$ cat config.mk
export PLATFORM = sky130hd
export DESIGN_NAME = pipu_top
export DESIGN_NICKNAME = d
export VERILOG_FILES = /design/src/hw/pipu_pkg.sv /design/src/hw/pipu_top.sv
export VERILOG_INCLUDE_DIRS = /design/src /design/src/hw
export SDC_FILE = /design/constraint.sdc
export NUM_CORES = 1
export LEC_CHECK = 0
export ABC_CLOCK_PERIOD_IN_PS = 2250
export BUFFER_PORTS_ARGS = -buffer_cell sky130_fd_sc_hd__buf_2
export CAP_MARGIN = 10
export CORE_UTILIZATION = 55
export DETAILED_ROUTE_END_ITERATION = 10
export HOLD_SLACK_MARGIN = 0.05
export MAX_ROUTING_LAYER = met4
export PLACE_DENSITY_LB_ADDON = 0.2
export SETUP_SLACK_MARGIN = 0.02
export SLEW_MARGIN = 20
export SYNTH_ARGS = -nofsm -noshare
export SYNTH_HDL_FRONTEND = slang
export SYNTH_SLANG_ARGS = --single-unit
$ cat constraint.sdc
create_clock -name clk_i -period 2.25 [get_ports clk_i]
set_clock_uncertainty 0.15 [all_clocks]
set_input_delay 0.1125 -clock clk_i [delete_from_list [all_inputs] [get_ports clk_i]]
set_output_delay 0.1125 -clock clk_i [all_outputs]
set_load 0.01 [all_outputs]
$ cat src/hw/pipu_map.svh
// register map, field positions and reset values of the interrupt priority unit
`ifndef PIPU_MAP_SVH
`define PIPU_MAP_SVH

`define PIPU_OFS_PEN1      6'h00
`define PIPU_OFS_PEN2      6'h04
`define PIPU_OFS_PPRI1     6'h08
`define PIPU_OFS_PPRI2     6'h0C
`define PIPU_OFS_RCTL      6'h10
`define PIPU_OFS_CTL1      6'h14
`define PIPU_OFS_CTL2      6'h18
`define PIPU_OFS_CTL3      6'h1C
`define PIPU_OFS_TCTL      6'h20
`define PIPU_OFS_TCNT      6'h24
`define PIPU_OFS_PFLG1     6'h28
`define PIPU_OFS_PFLG2     6'h2C

`define PIPU_PEN1_MASK     8'h7F
`define PIPU_PEN2_MASK     8'hFE
`define PIPU_PEN_RST       8'h00
`define PIPU_PPRI1_RST     8'h7F
`define PIPU_PPRI2_RST     8'hFE

`define PIPU_RCTL_PRIO     7
`define PIPU_RCTL_SBOR     6
`define PIPU_RCTL_RI       4
`define PIPU_RCTL_TO       3
`define PIPU_RCTL_PD       2
`define PIPU_RCTL_POR      1
`define PIPU_RCTL_BOR      0

`define PIPU_CTL1_GIE      7
`define PIPU_CTL1_PERIPHERAL_GROUP_ENABLE     6
`define PIPU_CTL1_T0E      5
`define PIPU_CTL1_X0E      4
`define PIPU_CTL1_T0F      2
`define PIPU_CTL1_X0F      1
`define PIPU_CTL2_MASK     8'h74
`define PIPU_CTL2_RST      8'h74
`define PIPU_CTL2_EDG0     6
`define PIPU_CTL2_T0P      2
`define PIPU_CTL3_MASK     8'hDB
`define PIPU_CTL3_RST      8'hC0
`define PIPU_CTL3_X2P      7
`define PIPU_CTL3_X1P      6
`define PIPU_CTL3_X2E      4
`define PIPU_CTL3_X1E      3
`define PIPU_CTL3_X2F      1
`define PIPU_CTL3_X1F      0
`define PIPU_TCTL_RUN      0
`define PIPU_TCTL_W16      1
`define PIPU_T8_MAX        8'hFF
`define PIPU_T16_MAX       16'hFFFF

`endif

$ cat src/hw/pipu_pkg.sv
// types shared by the interrupt priority unit
package pipu_pkg;
  typedef logic [7:0] pipu_byte_t;
  typedef enum logic [1:0] {
    PIPU_BOR_OFF,
    PIPU_BOR_SOFT,
    PIPU_BOR_RUN,
    PIPU_BOR_ALWAYS
  } pipu_bor_cfg_e;
endpackage

$ cat src/hw/pipu_top.sv
// interrupt enable, priority, pin and timer-zero logic with an avalon-mm register slave
`timescale 1ns/1ns
`default_nettype none
`include "pipu_map.svh"
module pipu_top
  import pipu_pkg::*;
(
  input  wire logic        clk_i,                  // core clock, 100 mhz
  input  wire logic        resetn_i,               // synchronous reset, low active
  input  wire logic [5:0]  avs_address_i,          // byte address
  input  wire logic        avs_read_i,             // read request
  input  wire logic        avs_write_i,            // write request
  input  wire logic [31:0] avs_writedata_i,        // write data
  input  wire logic [3:0]  avs_byteenable_i,       // byte lanes
  output logic      [31:0] avs_readdata_o,         // read data
  output logic             avs_waitrequest_o,      // stall
  input  wire logic [6:0]  periph_flags_one_i,     // first group flags
  input  wire logic [7:1]  periph_flags_two_i,     // second group flags
  input  wire logic        ext_irq_zero_i,         // pin zero
  input  wire logic        ext_irq_one_i,          // pin one
  input  wire logic        ext_irq_two_i,          // pin two
  input  wire logic        low_power_i,            // core in idle or sleep
  input  wire logic        reset_instr_i,          // reset instruction executed
  input  wire logic        timeout_flag_i,         // watchdog status level
  input  wire logic        powerdown_flag_i,       // power-down status level
  input  wire logic [1:0]  brownout_config_field_i,// static configuration
  output logic             irq_high_o,             // high priority request
  output logic             irq_low_o,              // low priority request
  output logic             wake_o,                 // wake the core
  output logic             wake_branch_o,          // wake and take vector
  output logic             soft_brownout_enable_o  // brown-out enable level
);

  // register state
  pipu_byte_t  pen1_r, pen2_r, ppri1_r, ppri2_r, ctl2_r, ctl3_r;
  logic        prio_mode_r, sbor_r, ri_r, por_r, bor_r;
  logic        gie_r, peripheral_group_enable_r, t0e_r, x0e_r, t0f_r, x0f_r;
  logic        trun_r, t16_r;
  logic [15:0] tcnt_r;
  logic        wait_r;
  logic [31:0] rdata_r;
  logic [2:0]  sync1_r, sync2_r, prev_r;
  logic        irq_high_r, irq_low_r, wake_r, wake_br_r;
  logic        armed_r;

  // bus decode
  wire        req      = avs_read_i | avs_write_i;
  wire        wr_en    = avs_write_i & ~wait_r & avs_byteenable_i[0];
  wire        wr_hi    = avs_write_i & ~wait_r & avs_byteenable_i[1];
  wire [7:0]  wd       = avs_writedata_i[7:0];
  wire        wr_pen1  = wr_en & (avs_address_i == `PIPU_OFS_PEN1);
  wire        wr_pen2  = wr_en & (avs_address_i == `PIPU_OFS_PEN2);
  wire        wr_ppri1 = wr_en & (avs_address_i == `PIPU_OFS_PPRI1);
  wire        wr_ppri2 = wr_en & (avs_address_i == `PIPU_OFS_PPRI2);
  wire        wr_rctl  = wr_en & (avs_address_i == `PIPU_OFS_RCTL);
  wire        wr_ctl1  = wr_en & (avs_address_i == `PIPU_OFS_CTL1);
  wire        wr_ctl2  = wr_en & (avs_address_i == `PIPU_OFS_CTL2);
  wire        wr_ctl3  = wr_en & (avs_address_i == `PIPU_OFS_CTL3);
  wire        wr_tctl  = wr_en & (avs_address_i == `PIPU_OFS_TCTL);
  wire        wr_tlo   = wr_en & (avs_address_i == `PIPU_OFS_TCNT);
  wire        wr_thi   = wr_hi & (avs_address_i == `PIPU_OFS_TCNT);

  // brown-out configuration decode
  wire        bor_soft = (pipu_bor_cfg_e'(brownout_config_field_i) == PIPU_BOR_SOFT);

  // read views, unimplemented positions forced to zero
  wire [7:0]  rctl_v = {prio_mode_r, sbor_r & bor_soft, 1'b0, ri_r,
                        timeout_flag_i, powerdown_flag_i, por_r, bor_r};
  wire [7:0]  ctl1_v = {gie_r, peripheral_group_enable_r, t0e_r, x0e_r, 1'b0, t0f_r, x0f_r, 1'b0};

  // read mux
  logic [31:0] rmux;
  always_comb begin
    rmux = 32'h0000_0000;
    unique case (avs_address_i)
      `PIPU_OFS_PEN1:  rmux[7:0] = pen1_r;
      `PIPU_OFS_PEN2:  rmux[7:0] = pen2_r;
      `PIPU_OFS_PPRI1: rmux[7:0] = ppri1_r;
      `PIPU_OFS_PPRI2: rmux[7:0] = ppri2_r;
      `PIPU_OFS_RCTL:  rmux[7:0] = rctl_v;
      `PIPU_OFS_CTL1:  rmux[7:0] = ctl1_v;
      `PIPU_OFS_CTL2:  rmux[7:0] = ctl2_r;
      `PIPU_OFS_CTL3:  rmux[7:0] = ctl3_r;
      `PIPU_OFS_TCTL:  rmux[7:0] = {6'h00, t16_r, trun_r};
      `PIPU_OFS_TCNT:  rmux[15:0] = tcnt_r;
      `PIPU_OFS_PFLG1: rmux[7:0] = {1'b0, periph_flags_one_i};
      `PIPU_OFS_PFLG2: rmux[7:0] = {periph_flags_two_i, 1'b0};
      default:         rmux = 32'h0000_0000;
    endcase
  end

  // one wait state: request seen, then answered with waitrequest low
  always_ff @(posedge clk_i) begin
    if (!resetn_i) begin
      wait_r  <= 1'b1;
      rdata_r <= 32'h0000_0000;
    end else begin
      wait_r <= ~(req & wait_r);
      if (req & wait_r) begin
        rdata_r <= rmux;
      end
    end
  end

  // peripheral enable and priority registers
  always_ff @(posedge clk_i) begin
    if (!resetn_i) begin
      pen1_r  <= `PIPU_PEN_RST;
      pen2_r  <= `PIPU_PEN_RST;
      ppri1_r <= `PIPU_PPRI1_RST;
      ppri2_r <= `PIPU_PPRI2_RST;
    end else begin
      if (wr_pen1)  pen1_r  <= wd & `PIPU_PEN1_MASK;
      if (wr_pen2)  pen2_r  <= wd & `PIPU_PEN2_MASK;
      if (wr_ppri1) ppri1_r <= wd & `PIPU_PEN1_MASK;
      if (wr_ppri2) ppri2_r <= wd & `PIPU_PEN2_MASK;
    end
  end

  // reset-control register
  always_ff @(posedge clk_i) begin
    if (!resetn_i) begin
      prio_mode_r <= 1'b0;
      sbor_r      <= bor_soft;
      ri_r        <= 1'b1;
      por_r       <= 1'b0;
      bor_r       <= 1'b0;
    end else begin
      if (wr_rctl) begin
        prio_mode_r <= wd[`PIPU_RCTL_PRIO];
        sbor_r      <= wd[`PIPU_RCTL_SBOR] & bor_soft;
        por_r       <= wd[`PIPU_RCTL_POR];
        bor_r       <= wd[`PIPU_RCTL_BOR];
      end
      if (reset_instr_i) begin
        ri_r <= 1'b0;
      end else if (wr_rctl) begin
        ri_r <= wd[`PIPU_RCTL_RI];
      end
    end
  end

  // external pin synchronisers and edge detect
  always_ff @(posedge clk_i) begin
    if (!resetn_i) begin
      sync1_r <= 3'h0;
      sync2_r <= 3'h0;
      prev_r  <= 3'h0;
    end else begin
      sync1_r <= {ext_irq_two_i, ext_irq_one_i, ext_irq_zero_i};
      sync2_r <= sync1_r;
      prev_r  <= sync2_r;
    end
  end

  wire [2:0] edge_sel = ctl2_r[`PIPU_CTL2_EDG0 -: 3] == 3'h0 ? 3'h0 :
                        {ctl2_r[`PIPU_CTL2_EDG0-2], ctl2_r[`PIPU_CTL2_EDG0-1], ctl2_r[`PIPU_CTL2_EDG0]};
  wire [2:0] rise     = sync2_r & ~prev_r;
  wire [2:0] fall     = ~sync2_r & prev_r;
  wire [2:0] pin_hit  = (rise & edge_sel) | (fall & ~edge_sel);

  // timer zero
  wire        t8_wrap  = trun_r & ~t16_r & (tcnt_r[7:0] == `PIPU_T8_MAX);
  wire        t16_wrap = trun_r & t16_r & (tcnt_r == `PIPU_T16_MAX);
  wire        t0_hit   = t8_wrap | t16_wrap;
  wire [15:0] tinc     = tcnt_r + 16'h0001;
  wire [15:0] tnext    = t16_r ? tinc : {tcnt_r[15:8], tinc[7:0]};

  always_ff @(posedge clk_i) begin
    if (!resetn_i) begin
      trun_r <= 1'b0;
      t16_r  <= 1'b0;
      tcnt_r <= 16'h0000;
    end else begin
      if (wr_tctl) begin
        trun_r <= wd[`PIPU_TCTL_RUN];
        t16_r  <= wd[`PIPU_TCTL_W16];
      end
      if (wr_tlo | wr_thi) begin
        tcnt_r <= {wr_thi ? avs_writedata_i[15:8] : tcnt_r[15:8], wr_tlo ? wd : tcnt_r[7:0]};
      end else if (trun_r) begin
        tcnt_r <= tnext;
      end
    end
  end

  // control one: global, group and source bits; hardware set beats software clear
  always_ff @(posedge clk_i) begin
    if (!resetn_i) begin
      gie_r  <= 1'b0;
      peripheral_group_enable_r <= 1'b0;
      t0e_r  <= 1'b0;
      x0e_r  <= 1'b0;
      t0f_r  <= 1'b0;
      x0f_r  <= 1'b0;
    end else begin
      if (wr_ctl1) begin
        gie_r  <= wd[`PIPU_CTL1_GIE];
        peripheral_group_enable_r <= wd[`PIPU_CTL1_PERIPHERAL_GROUP_ENABLE];
        t0e_r  <= wd[`PIPU_CTL1_T0E];
        x0e_r  <= wd[`PIPU_CTL1_X0E];
      end
      t0f_r <= t0_hit | (wr_ctl1 ? wd[`PIPU_CTL1_T0F] : t0f_r);
      x0f_r <= pin_hit[0] | (wr_ctl1 ? wd[`PIPU_CTL1_X0F] : x0f_r);
    end
  end

  // control two and three
  wire [7:0] ctl3_w = wd & `PIPU_CTL3_MASK;
  wire [7:0] ctl3_f = wr_ctl3 ? ctl3_w : ctl3_r;
  always_ff @(posedge clk_i) begin
    if (!resetn_i) begin
      ctl2_r <= `PIPU_CTL2_RST;
      ctl3_r <= `PIPU_CTL3_RST;
    end else begin
      if (wr_ctl2) ctl2_r <= wd & `PIPU_CTL2_MASK;
      ctl3_r <= {ctl3_f[7:2],
                 ctl3_f[`PIPU_CTL3_X2F] | pin_hit[2],
                 ctl3_f[`PIPU_CTL3_X1F] | pin_hit[1]};
    end
  end

  // pending sources, flag and enable both set
  wire [6:0] p1_pend = periph_flags_one_i & pen1_r[6:0];
  wire [7:1] p2_pend = periph_flags_two_i & pen2_r[7:1];
  wire       t0_pend = t0f_r & t0e_r;
  wire       x0_pend = x0f_r & x0e_r;
  wire       x1_pend = ctl3_r[`PIPU_CTL3_X1F] & ctl3_r[`PIPU_CTL3_X1E];
  wire       x2_pend = ctl3_r[`PIPU_CTL3_X2F] & ctl3_r[`PIPU_CTL3_X2E];

  // priority routing
  wire       per_any  = (|p1_pend) | (|p2_pend);
  wire       per_hi   = (|(p1_pend & ppri1_r[6:0])) | (|(p2_pend & ppri2_r[7:1]));
  wire       per_lo   = (|(p1_pend & ~ppri1_r[6:0])) | (|(p2_pend & ~ppri2_r[7:1]));
  wire       t0_hi    = t0_pend & ctl2_r[`PIPU_CTL2_T0P];
  wire       t0_lo    = t0_pend & ~ctl2_r[`PIPU_CTL2_T0P];
  wire       x1_hi    = x1_pend & ctl3_r[`PIPU_CTL3_X1P];
  wire       x2_hi    = x2_pend & ctl3_r[`PIPU_CTL3_X2P];
  wire       x12_lo   = (x1_pend & ~ctl3_r[`PIPU_CTL3_X1P]) | (x2_pend & ~ctl3_r[`PIPU_CTL3_X2P]);
  wire       core_any = t0_pend | x0_pend | x1_pend | x2_pend;
  wire       any_hi   = x0_pend | x1_hi | x2_hi | t0_hi | per_hi;
  wire       any_lo   = x12_lo | t0_lo | per_lo;
  wire       legacy_q = gie_r & (core_any | (peripheral_group_enable_r & per_any));
  wire       high_nxt = prio_mode_r ? (gie_r & any_hi) : legacy_q;
  wire       low_nxt  = prio_mode_r & gie_r & peripheral_group_enable_r & any_lo;

  // wake-up: enables must be armed before entering low power
  wire       pin_en   = x0e_r | ctl3_r[`PIPU_CTL3_X1E] | ctl3_r[`PIPU_CTL3_X2E];
  wire       pin_pend = x0_pend | x1_pend | x2_pend;

  always_ff @(posedge clk_i) begin
    if (!resetn_i) begin
      irq_high_r <= 1'b0;
      irq_low_r  <= 1'b0;
      armed_r    <= 1'b0;
      wake_r     <= 1'b0;
      wake_br_r  <= 1'b0;
    end else begin
      irq_high_r <= high_nxt;
      irq_low_r  <= low_nxt;
      armed_r    <= low_power_i ? armed_r : pin_en;
      wake_r     <= low_power_i & armed_r & pin_pend;
      wake_br_r  <= low_power_i & armed_r & pin_pend & gie_r;
    end
  end

  assign avs_readdata_o         = rdata_r;
  assign avs_waitrequest_o      = wait_r;
  assign irq_high_o             = irq_high_r;
  assign irq_low_o              = irq_low_r;
  assign wake_o                 = wake_r;
  assign wake_branch_o          = wake_br_r;
  assign soft_brownout_enable_o = sbor_r;

  // checks
  a_legacy_group_gate: assert property (@(posedge clk_i) disable iff (!resetn_i)
    (!prio_mode_r && !peripheral_group_enable_r && !core_any) |=> !irq_high_o)
    else $error("peripheral request passed without group enable");
  a_legacy_no_low: assert property (@(posedge clk_i) disable iff (!resetn_i)
    !prio_mode_r |=> !irq_low_o)
    else $error("low request in legacy mode");
  a_pen1_bit7_zero: assert property (@(posedge clk_i) disable iff (!resetn_i)
    !pen1_r[7] && !pen2_r[0] && !ppri1_r[7] && !ppri2_r[0])
    else $error("unimplemented enable or priority bit set");
  a_ri_cleared: assert property (@(posedge clk_i) disable iff (!resetn_i)
    reset_instr_i |=> !ri_r)
    else $error("reset instruction flag not cleared");
  a_sbor_cfg: assert property (@(posedge clk_i) disable iff (!resetn_i)
    !bor_soft |-> !rctl_v[`PIPU_RCTL_SBOR])
    else $error("brown-out enable visible outside soft config");
  a_edge_sets_flag: assert property (@(posedge clk_i) disable iff (!resetn_i)
    pin_hit[0] |=> x0f_r)
    else $error("pin zero edge lost");
  a_zero_high: assert property (@(posedge clk_i) disable iff (!resetn_i)
    (prio_mode_r && gie_r && x0_pend) |=> irq_high_o)
    else $error("pin zero not high priority");
  a_t8_wrap: assert property (@(posedge clk_i) disable iff (!resetn_i)
    (t8_wrap && !wr_tlo && !wr_thi) |=> (tcnt_r[7:0] == 8'h00) && t0f_r)
    else $error("8-bit wrap did not set overflow");
  a_t16_only: assert property (@(posedge clk_i) disable iff (!resetn_i)
    (t16_r && trun_r && tcnt_r != 16'hFFFF) |-> !t0_hit)
    else $error("16-bit overflow early");
  a_wake_branch: assert property (@(posedge clk_i) disable iff (!resetn_i)
    wake_branch_o |-> wake_o && $past(gie_r))
    else $error("branch without global enable");
endmodule
`default_nettype wire
==> results of run 1 <==
==> area by class of cell <==
| type | instances | area [sq um] | area share |
|---|---|---|---|
| multi-input combinational | 484 | 3040 | 0.490 |
| sequential | 98 | 1970 | 0.318 |
| timing repair buffer | 121 | 803 | 0.129 |
| tap | 129 | 161 | 0.0260 |
| clock buffer | 9 | 124 | 0.0200 |
| clock inverter | 7 | 96.3 | 0.0155 |
| inverter | 3 | 11.3 | 0.00181 |
==> cells by family (layout without fill, tap and decap cells) <==
| group | Yosys count | count (layout) | share of synthesized area |
|---|---|---|---|
| multiplexers | 40 | 40 | 0.0927 |
| flip-flops | 98 | 98 | 0.376 |
| buffers and inverters | 55 | 140 | 0.0569 |
| AND/OR/NAND/NOR | 282 | 282 | 0.279 |
| other | 1 | 16 | 0.000714 |
| AO/OA/AOI/OAI | 145 | 145 | 0.193 |
| adder cells (fa/ha/maj) | 1 | 1 | 0.00238 |
==> layer usage <==
layer	up-vias	GRT usage
li1	2436	-
met2	257	0.553
met3	43	0.0654
met1	2500	0.471
met5	-	-
met4	0	0.132
==> worst max-delay path, stage by stage <==
cell	delay (ps)
dlygate4sd3_1	520
buf_2	260
buf_4	370
nor2b_1	180
nor3b_1	50
dlygate4sd3_1	550
==> through the flow <==
stage	setup WS [ps]	instance area (sq um)	hold WS (ps)	power (mW)
CTS	113	6200	81.4	3.35
global placement	187	5730	158	2.10
finish	177	6210	91.7	3.36
detailed placement	147	5730	168	2.10
global route	86.5	6210	106	3.47
floorplan	303	5310	75.3	1.99
==> cell usage in the layout, fill, tap and decap left out, drive strengths merged, types with 4 or more instances in the layout <==
master / instances
nor2: 30
a22o: 4
a21oi: 22
nor4: 4
nor3: 7
nand2: 101
clkbuf: 9
inv: 8
o2bb2ai: 5
dlygate4sd3: 25
o22ai: 10
buf: 96
conb: 16
a221oi: 5
mux2i: 25
o221a: 4
o21ai: 22
a22oi: 19
a21boi: 24
nand3: 56
and3: 7
mux2: 9
mux4: 6
dfxtp: 97
nor2b: 25
and2: 15
nand4: 12
a31oi: 10
==> cells in the mapped netlist (6+ instances only) <==
master / count
nor2_1: 28
and3_1: 7
a31oi_1: 10
dfxtp_1: 97
a22oi_1: 19
o22ai_1: 10
a21oi_1: 22
a21boi_0: 13
mux2_2: 9
nand3_1: 56
clkbuf_1: 21
buf_4: 19
a21boi_1: 10
o21ai_0: 20
nor2b_1: 25
nand2_1: 101
buf_2: 11
and2_1: 15
mux4_2: 6
nand4_1: 12
mux2i_1: 25
==> power by group <==
part | switching, mW | internal, mW
Combinational | 0.197 | 0.146
Clock | 0.781 | 0.471
Sequential | 0.0130 | 1.75
Total | 0.991 | 2.37
==> flip-flops by register name, indices dropped and copies added (netlist names), 3 cells and up <==
register and cells:
pen1_r 7, tcnt_r 16, sync2_r 3, ppri2_r 7, ctl2_r 4, pen2_r 7
ppri1_r 7, avs_readdata_o 16, prev_r 3, ctl3_r 6, sync1_r 3
==> final timing paths <==
| kind | depth (start not counted) | slack (ps) | from | endpoint |
|---|---|---|---|---|
| worst max-delay path | 6 | 180 | resetn_i | soft_brownout_enable_o$_DFFE_PP_ |
| worst min-delay path | 4 | 90 | periph_flags_one_i[3] | avs_readdata_o[3]$_SDFFE_PN0P_ |
| worst max register to register | 6 | 240 | tcnt_r[1]$_SDFFE_PN0P_ | tcnt_r[8]$_SDFFE_PN0P_ |
| worst min register to register | 1 | 300 | sync1_r[1]$_SDFF_PN0_ | sync2_r[1]$_SDFF_PN0_ |
==> what timing repair did <==
action	in CTS	in global routing
endpoints found under the setup margin	0	1
hold endpoints to repair	74	0
buffers inserted	0	0
hold buffers	25	0
resized for setup	0	2
==> flow_metrics.py, run 1 <==
metrics = {
    "synthesis": {
        "synth.cell_area_sq_um": 5250,
        "synth_warnings": 0,
        "ys_seq_area_frac": 0.376,
        "syn_inst": 622,
        "synth_area_leaders": "dfxtp_1, nand2_1, nand3_1, mux2i_1, nor2b_1",
        "yosys.area.top_type": "dfxtp_1",
        "synth_top_cell_area_share": 0.370,
        "synthArstFlopShare": 0,
        "synth.distinct_cells": 68,
        "synth_edf_count": 1,
        "postSynthAreaPerCell_sq_um": 8.44,
        "synth-main-ff-cell": "dfxtp_1",
        "synth_seq_cells": 98,
    },
    "place": {
        "gp_congestion": 1.01,
        "io_buffers": 72,
        "place_inst": 810,
        "dpl.hpwl_mm": 12.5,
    },
    "routing": {
        "dr_wl_met2_mm": 7.73,
        "wire_per_inst_um": 19.9,
        "wl_met3_mm": 1.42,
        "drt-met1-wl_mm": 7.24,
        "drt_wl_total_mm": 17.0,
        "dr.max_layer_used": "met4",
        "vias": 5236,
        "drtAntennaViolNets": 0,
        "drtIter0Drc": 471,
        "drt_first_pass_iters": 6,
        "detail_route.drc_violations": 0,
        "via_per_inst": 6.15,
    },
    "clocking": {
        "cts_tree": "done",
        "clk_latency_ps": 380,
        "cts_max_path_buffers": 2,
        "clk_pin_slew_ps": 120,
        "clock-root-buffer": "clkbuf_8",
        "clock_sinks": 98,
        "cts-buffers-inserted": 9,
        "htreeDepth": 3,
    },
    "final_layout": {
        "drive_gt1_frac": 0.204,
        "fin_util": 0.672,
        "final_cells": 851,
        "diodes": 0,
        "syn_to_final_growth_pct": 18.2,
        "n_fill_cell": 817,
        "nets": 787,
    },
    "global_routing": {
        "gr-usage-all-layers": 0.359,
        "grt_pass1_wl_mm": 26.5,
        "grt_pass1_vias": 4948,
        "grt_max_degree": 40,
        "antenna_found_initial": 0,
        "grt_overflow": 0,
    },
    "floorplanning": {
        "initial_core_util": 0.568,
        "core_region_area_sq_um": 9240,
        "placementRows": 35,
        "boundaryPins": 107,
        "die_h_um": 99.7,
        "die_width_um": 99.7,
        "dieArea_sq_um": 9940,
    },
    "timing": {
        "finalSetupTns_ps": 0,
        "slew_violations": 0,
        "worst_slew_pin_slew_ps": 707,
        "final-setup-viol-count": 0,
        "slew_headroom": 0.527,
        "final.min_clock_period_ps": 2070,
        "fmax_mhz": 482,
        "rsz0062_at_grt": "false",
        "period_share": 0.921,
        "hold_violations": 0,
    },
    "run": {
        "drv_cap": 0,
    },
    "worst_setup_path": {
        "crit_arrival_ps": 2060,
        "end_kind": "register",
        "startpoint_type": "input port",
        "required_ps": 2230,
        "crit_type": "input port to register",
        "cp_max_fo": 35,
    },
    "power": {
        "p_leak_nw": 2.35,
        "ir_worst_vdd_uv": 454,
        "powerDensity_nw_per_um2": 541,
    },
    "outcome": {
        "outcome": "finished, final reports clean",
    },
    "hold_path": {
        "hold_class": "input port to register",
    },
}
Power figures use the tool's default switching activity.
==> run 2, diff against run 1 <==
- CORE_ASPECT_RATIO: unset -> 1.75
- CORE_UTILIZATION: 55 -> 57
- CTS_BUF_LIST: unset -> sky130_fd_sc_hd__clkbuf_4
==> run 2 against run 1 <==
The run now ends with DRC left. Design area increased by 2.2%. Routed wire length increased by 7.4%. Critical path depth unchanged. Total power decreased by 7.2%.
==> flow_metrics.py, run 2 (synthesis gave the netlist of run 1 again) <==
metrics = {
    "floorplanning": {
        "die_h_um": 129,
        "core_region_area_sq_um": 8980,
        "die_width_um": 74.6,
        "boundaryPins": 107,
        "initial_core_util": 0.585,
        "placementRows": 46,
        "dieArea_sq_um": 9620,
    },
    "final_layout": {
        "layout_commonest_cell": "nand2_1",
        "nets": 812,
        "drive_gt1_frac": 0.209,
        "n_fill_cell": 744,
        "syn_to_final_growth_pct": 20.9,
        "final_cell_mix": "nand2_1, dfxtp_1, buf_2, nand3_1, dlygate4sd3_1",
        "multi_input_area_sq_um": 3040,
        "final-seq-area_sq_um": 1970,
        "diodes": 0,
        "fin_util": 0.707,
    },
    "power": {
        "seqPwrFrac": 0.567,
        "p_leak_nw": 2.44,
        "pwr-share-comb": 0.120,
        "switchingPower_mw": 0.926,
        "clkPwrFrac": 0.313,
        "internal_power_mw": 2.19,
        "ir_worst_vdd_uv": 450,
        "switching_share": 0.297,
        "powerDensity_nw_per_um2": 492,
    },
    "worst_setup_path": {
        "end_kind": "register",
        "crit_slowest_cell": "or4_1",
        "crit_arrival_ps": 2440,
        "critical_path.cell_chain": "ha_1 -> nand3_1 -> or2_2 -> or4_1 -> a21oi_1 -> o2bb2ai_1",
        "critical-path-max-stage-delay_ps": 470,
        "crit_type": "register to register",
        "startpoint_type": "register",
        "cp_max_fo": 5,
        "required_ps": 2540,
    },
    "outcome": {
        "failed_checks": "DRC",
        "outcome": "complete, but fails checks",
    },
    "run": {
        "drv_cap": 0,
    },
    "timing": {
        "hold_violations": 0,
        "worst_slew_pin_slew_ps": 515,
        "slew_headroom": 0.655,
        "finalSetupTns_ps": 0,
        "slew_violations": 0,
        "period_share": 0.958,
        "final-setup-viol-count": 0,
        "fmax_mhz": 464,
        "final.min_clock_period_ps": 2160,
        "rsz0062_at_grt": "false",
    },
    "routing": {
        "drt_first_pass_iters": 8,
        "vias": 5419,
        "drt_wl_total_mm": 18.2,
        "drtIter0Drc": 580,
        "detail_route.drc_violations": 1,
        "drtAntennaViolNets": 0,
        "via_per_inst": 6.25,
        "wire_per_inst_um": 21.0,
    },
    "hold_path": {
        "hold_class": "input port to register",
    },
    "global_routing": {
        "gr-usage-all-layers": 0.402,
        "antenna_found_initial": 0,
        "grt_pass1_wl_mm": 27.3,
        "grt_overflow": 0,
        "grt_max_degree": 48,
        "grt_pass1_vias": 5197,
    },
    "clocking": {
        "cts_resized": 0,
        "htreeDepth": 3,
        "clock-root-buffer": "clkbuf_4",
        "clk_latency_ps": 490,
        "cts-buffers-inserted": 9,
        "clk_pin_slew_ps": 180,
        "cts_tree": "done",
        "cts_max_path_buffers": 2,
        "clock_sinks": 98,
        "postCtsHoldBufs": 40,
        "postCtsSetupRepairBufs": 0,
    },
    "place": {
        "dpl.hpwl_mm": 13.3,
        "io_buffers": 72,
        "gp_congestion": 1.02,
    },
}
-- run 2: cell types whose count changed in the layout (fill, tap and decap cells not counted), sizes merged --
cell / previous run / this run
buf: 96 / 106
dlygate4sd3: 25 / 40
clkinv: 2 / 3
inv: 8 / 7
-- run 2: final cells by class --
| class | count | share of cell area |
|---|---|---|
| Clock buffer | 9 | 0.0106 |
| Sequential cell | 98 | 0.311 |
| Clock inverter | 7 | 0.0128 |
| Inverter | 3 | 0.00177 |
| Timing Repair Buffer | 146 | 0.162 |
| Tap cell | 120 | 0.0237 |
| Multi-Input combinational cell | 484 | 0.478 |
-- run 2: path summary, 6_finish.rpt --
path,from,end,slack [ps],depth (start not counted)
max reg2reg,tcnt_r[1]$_SDFFE_PN0P_,tcnt_r[8]$_SDFFE_PN0P_,90,6
max,tcnt_r[1]$_SDFFE_PN0P_,tcnt_r[8]$_SDFFE_PN0P_,90,6
min reg2reg,sync1_r[0]$_SDFF_PN0_,sync2_r[0]$_SDFF_PN0_,310,1
min,periph_flags_one_i[5],irq_low_o$_SDFF_PN0_,80,5
-- run 2: critical path, delay by kind of cell (launching register included) --
family                     cells  cell delay, ps
and+or+nand+nor                3            1000
AOI/OAI and AO/OA              2             270
adders and majority gates      1             240
DFF                            1             450
-- run 2: per-stage QoR --
stage	instance area [sq um]	hold WS, ps	power [mW]	cells	worst slack [ps]
after floorplan	5310	75.3	1.99	637	303
after global placement	5800	171	2.11	811	213
after detailed placement	5800	179	2.11	811	159
after CTS	6350	52.2	3.12	867	118
after global routing	6350	96.2	3.23	867	45.6
final	6350	81.3	3.12	867	94.4
-- run 2: layer usage --
layer	global-route usage	routed length, um
met3	0.0525	938
met2	0.674	9310
met4	0.274	1350
met5	-	0
met1	0.427	6620
-- run 2: power by group through the flow --
stage | sequential (mW) | combinational, mW | clock, mW
after global placement | 1.80 | 0.306 | 0
after CTS | 1.77 | 0.364 | 0.991
after floorplan | 1.80 | 0.184 | 0
final | 1.77 | 0.375 | 0.977
after detailed placement | 1.80 | 0.310 | 0
after global routing | 1.77 | 0.396 | 1.06
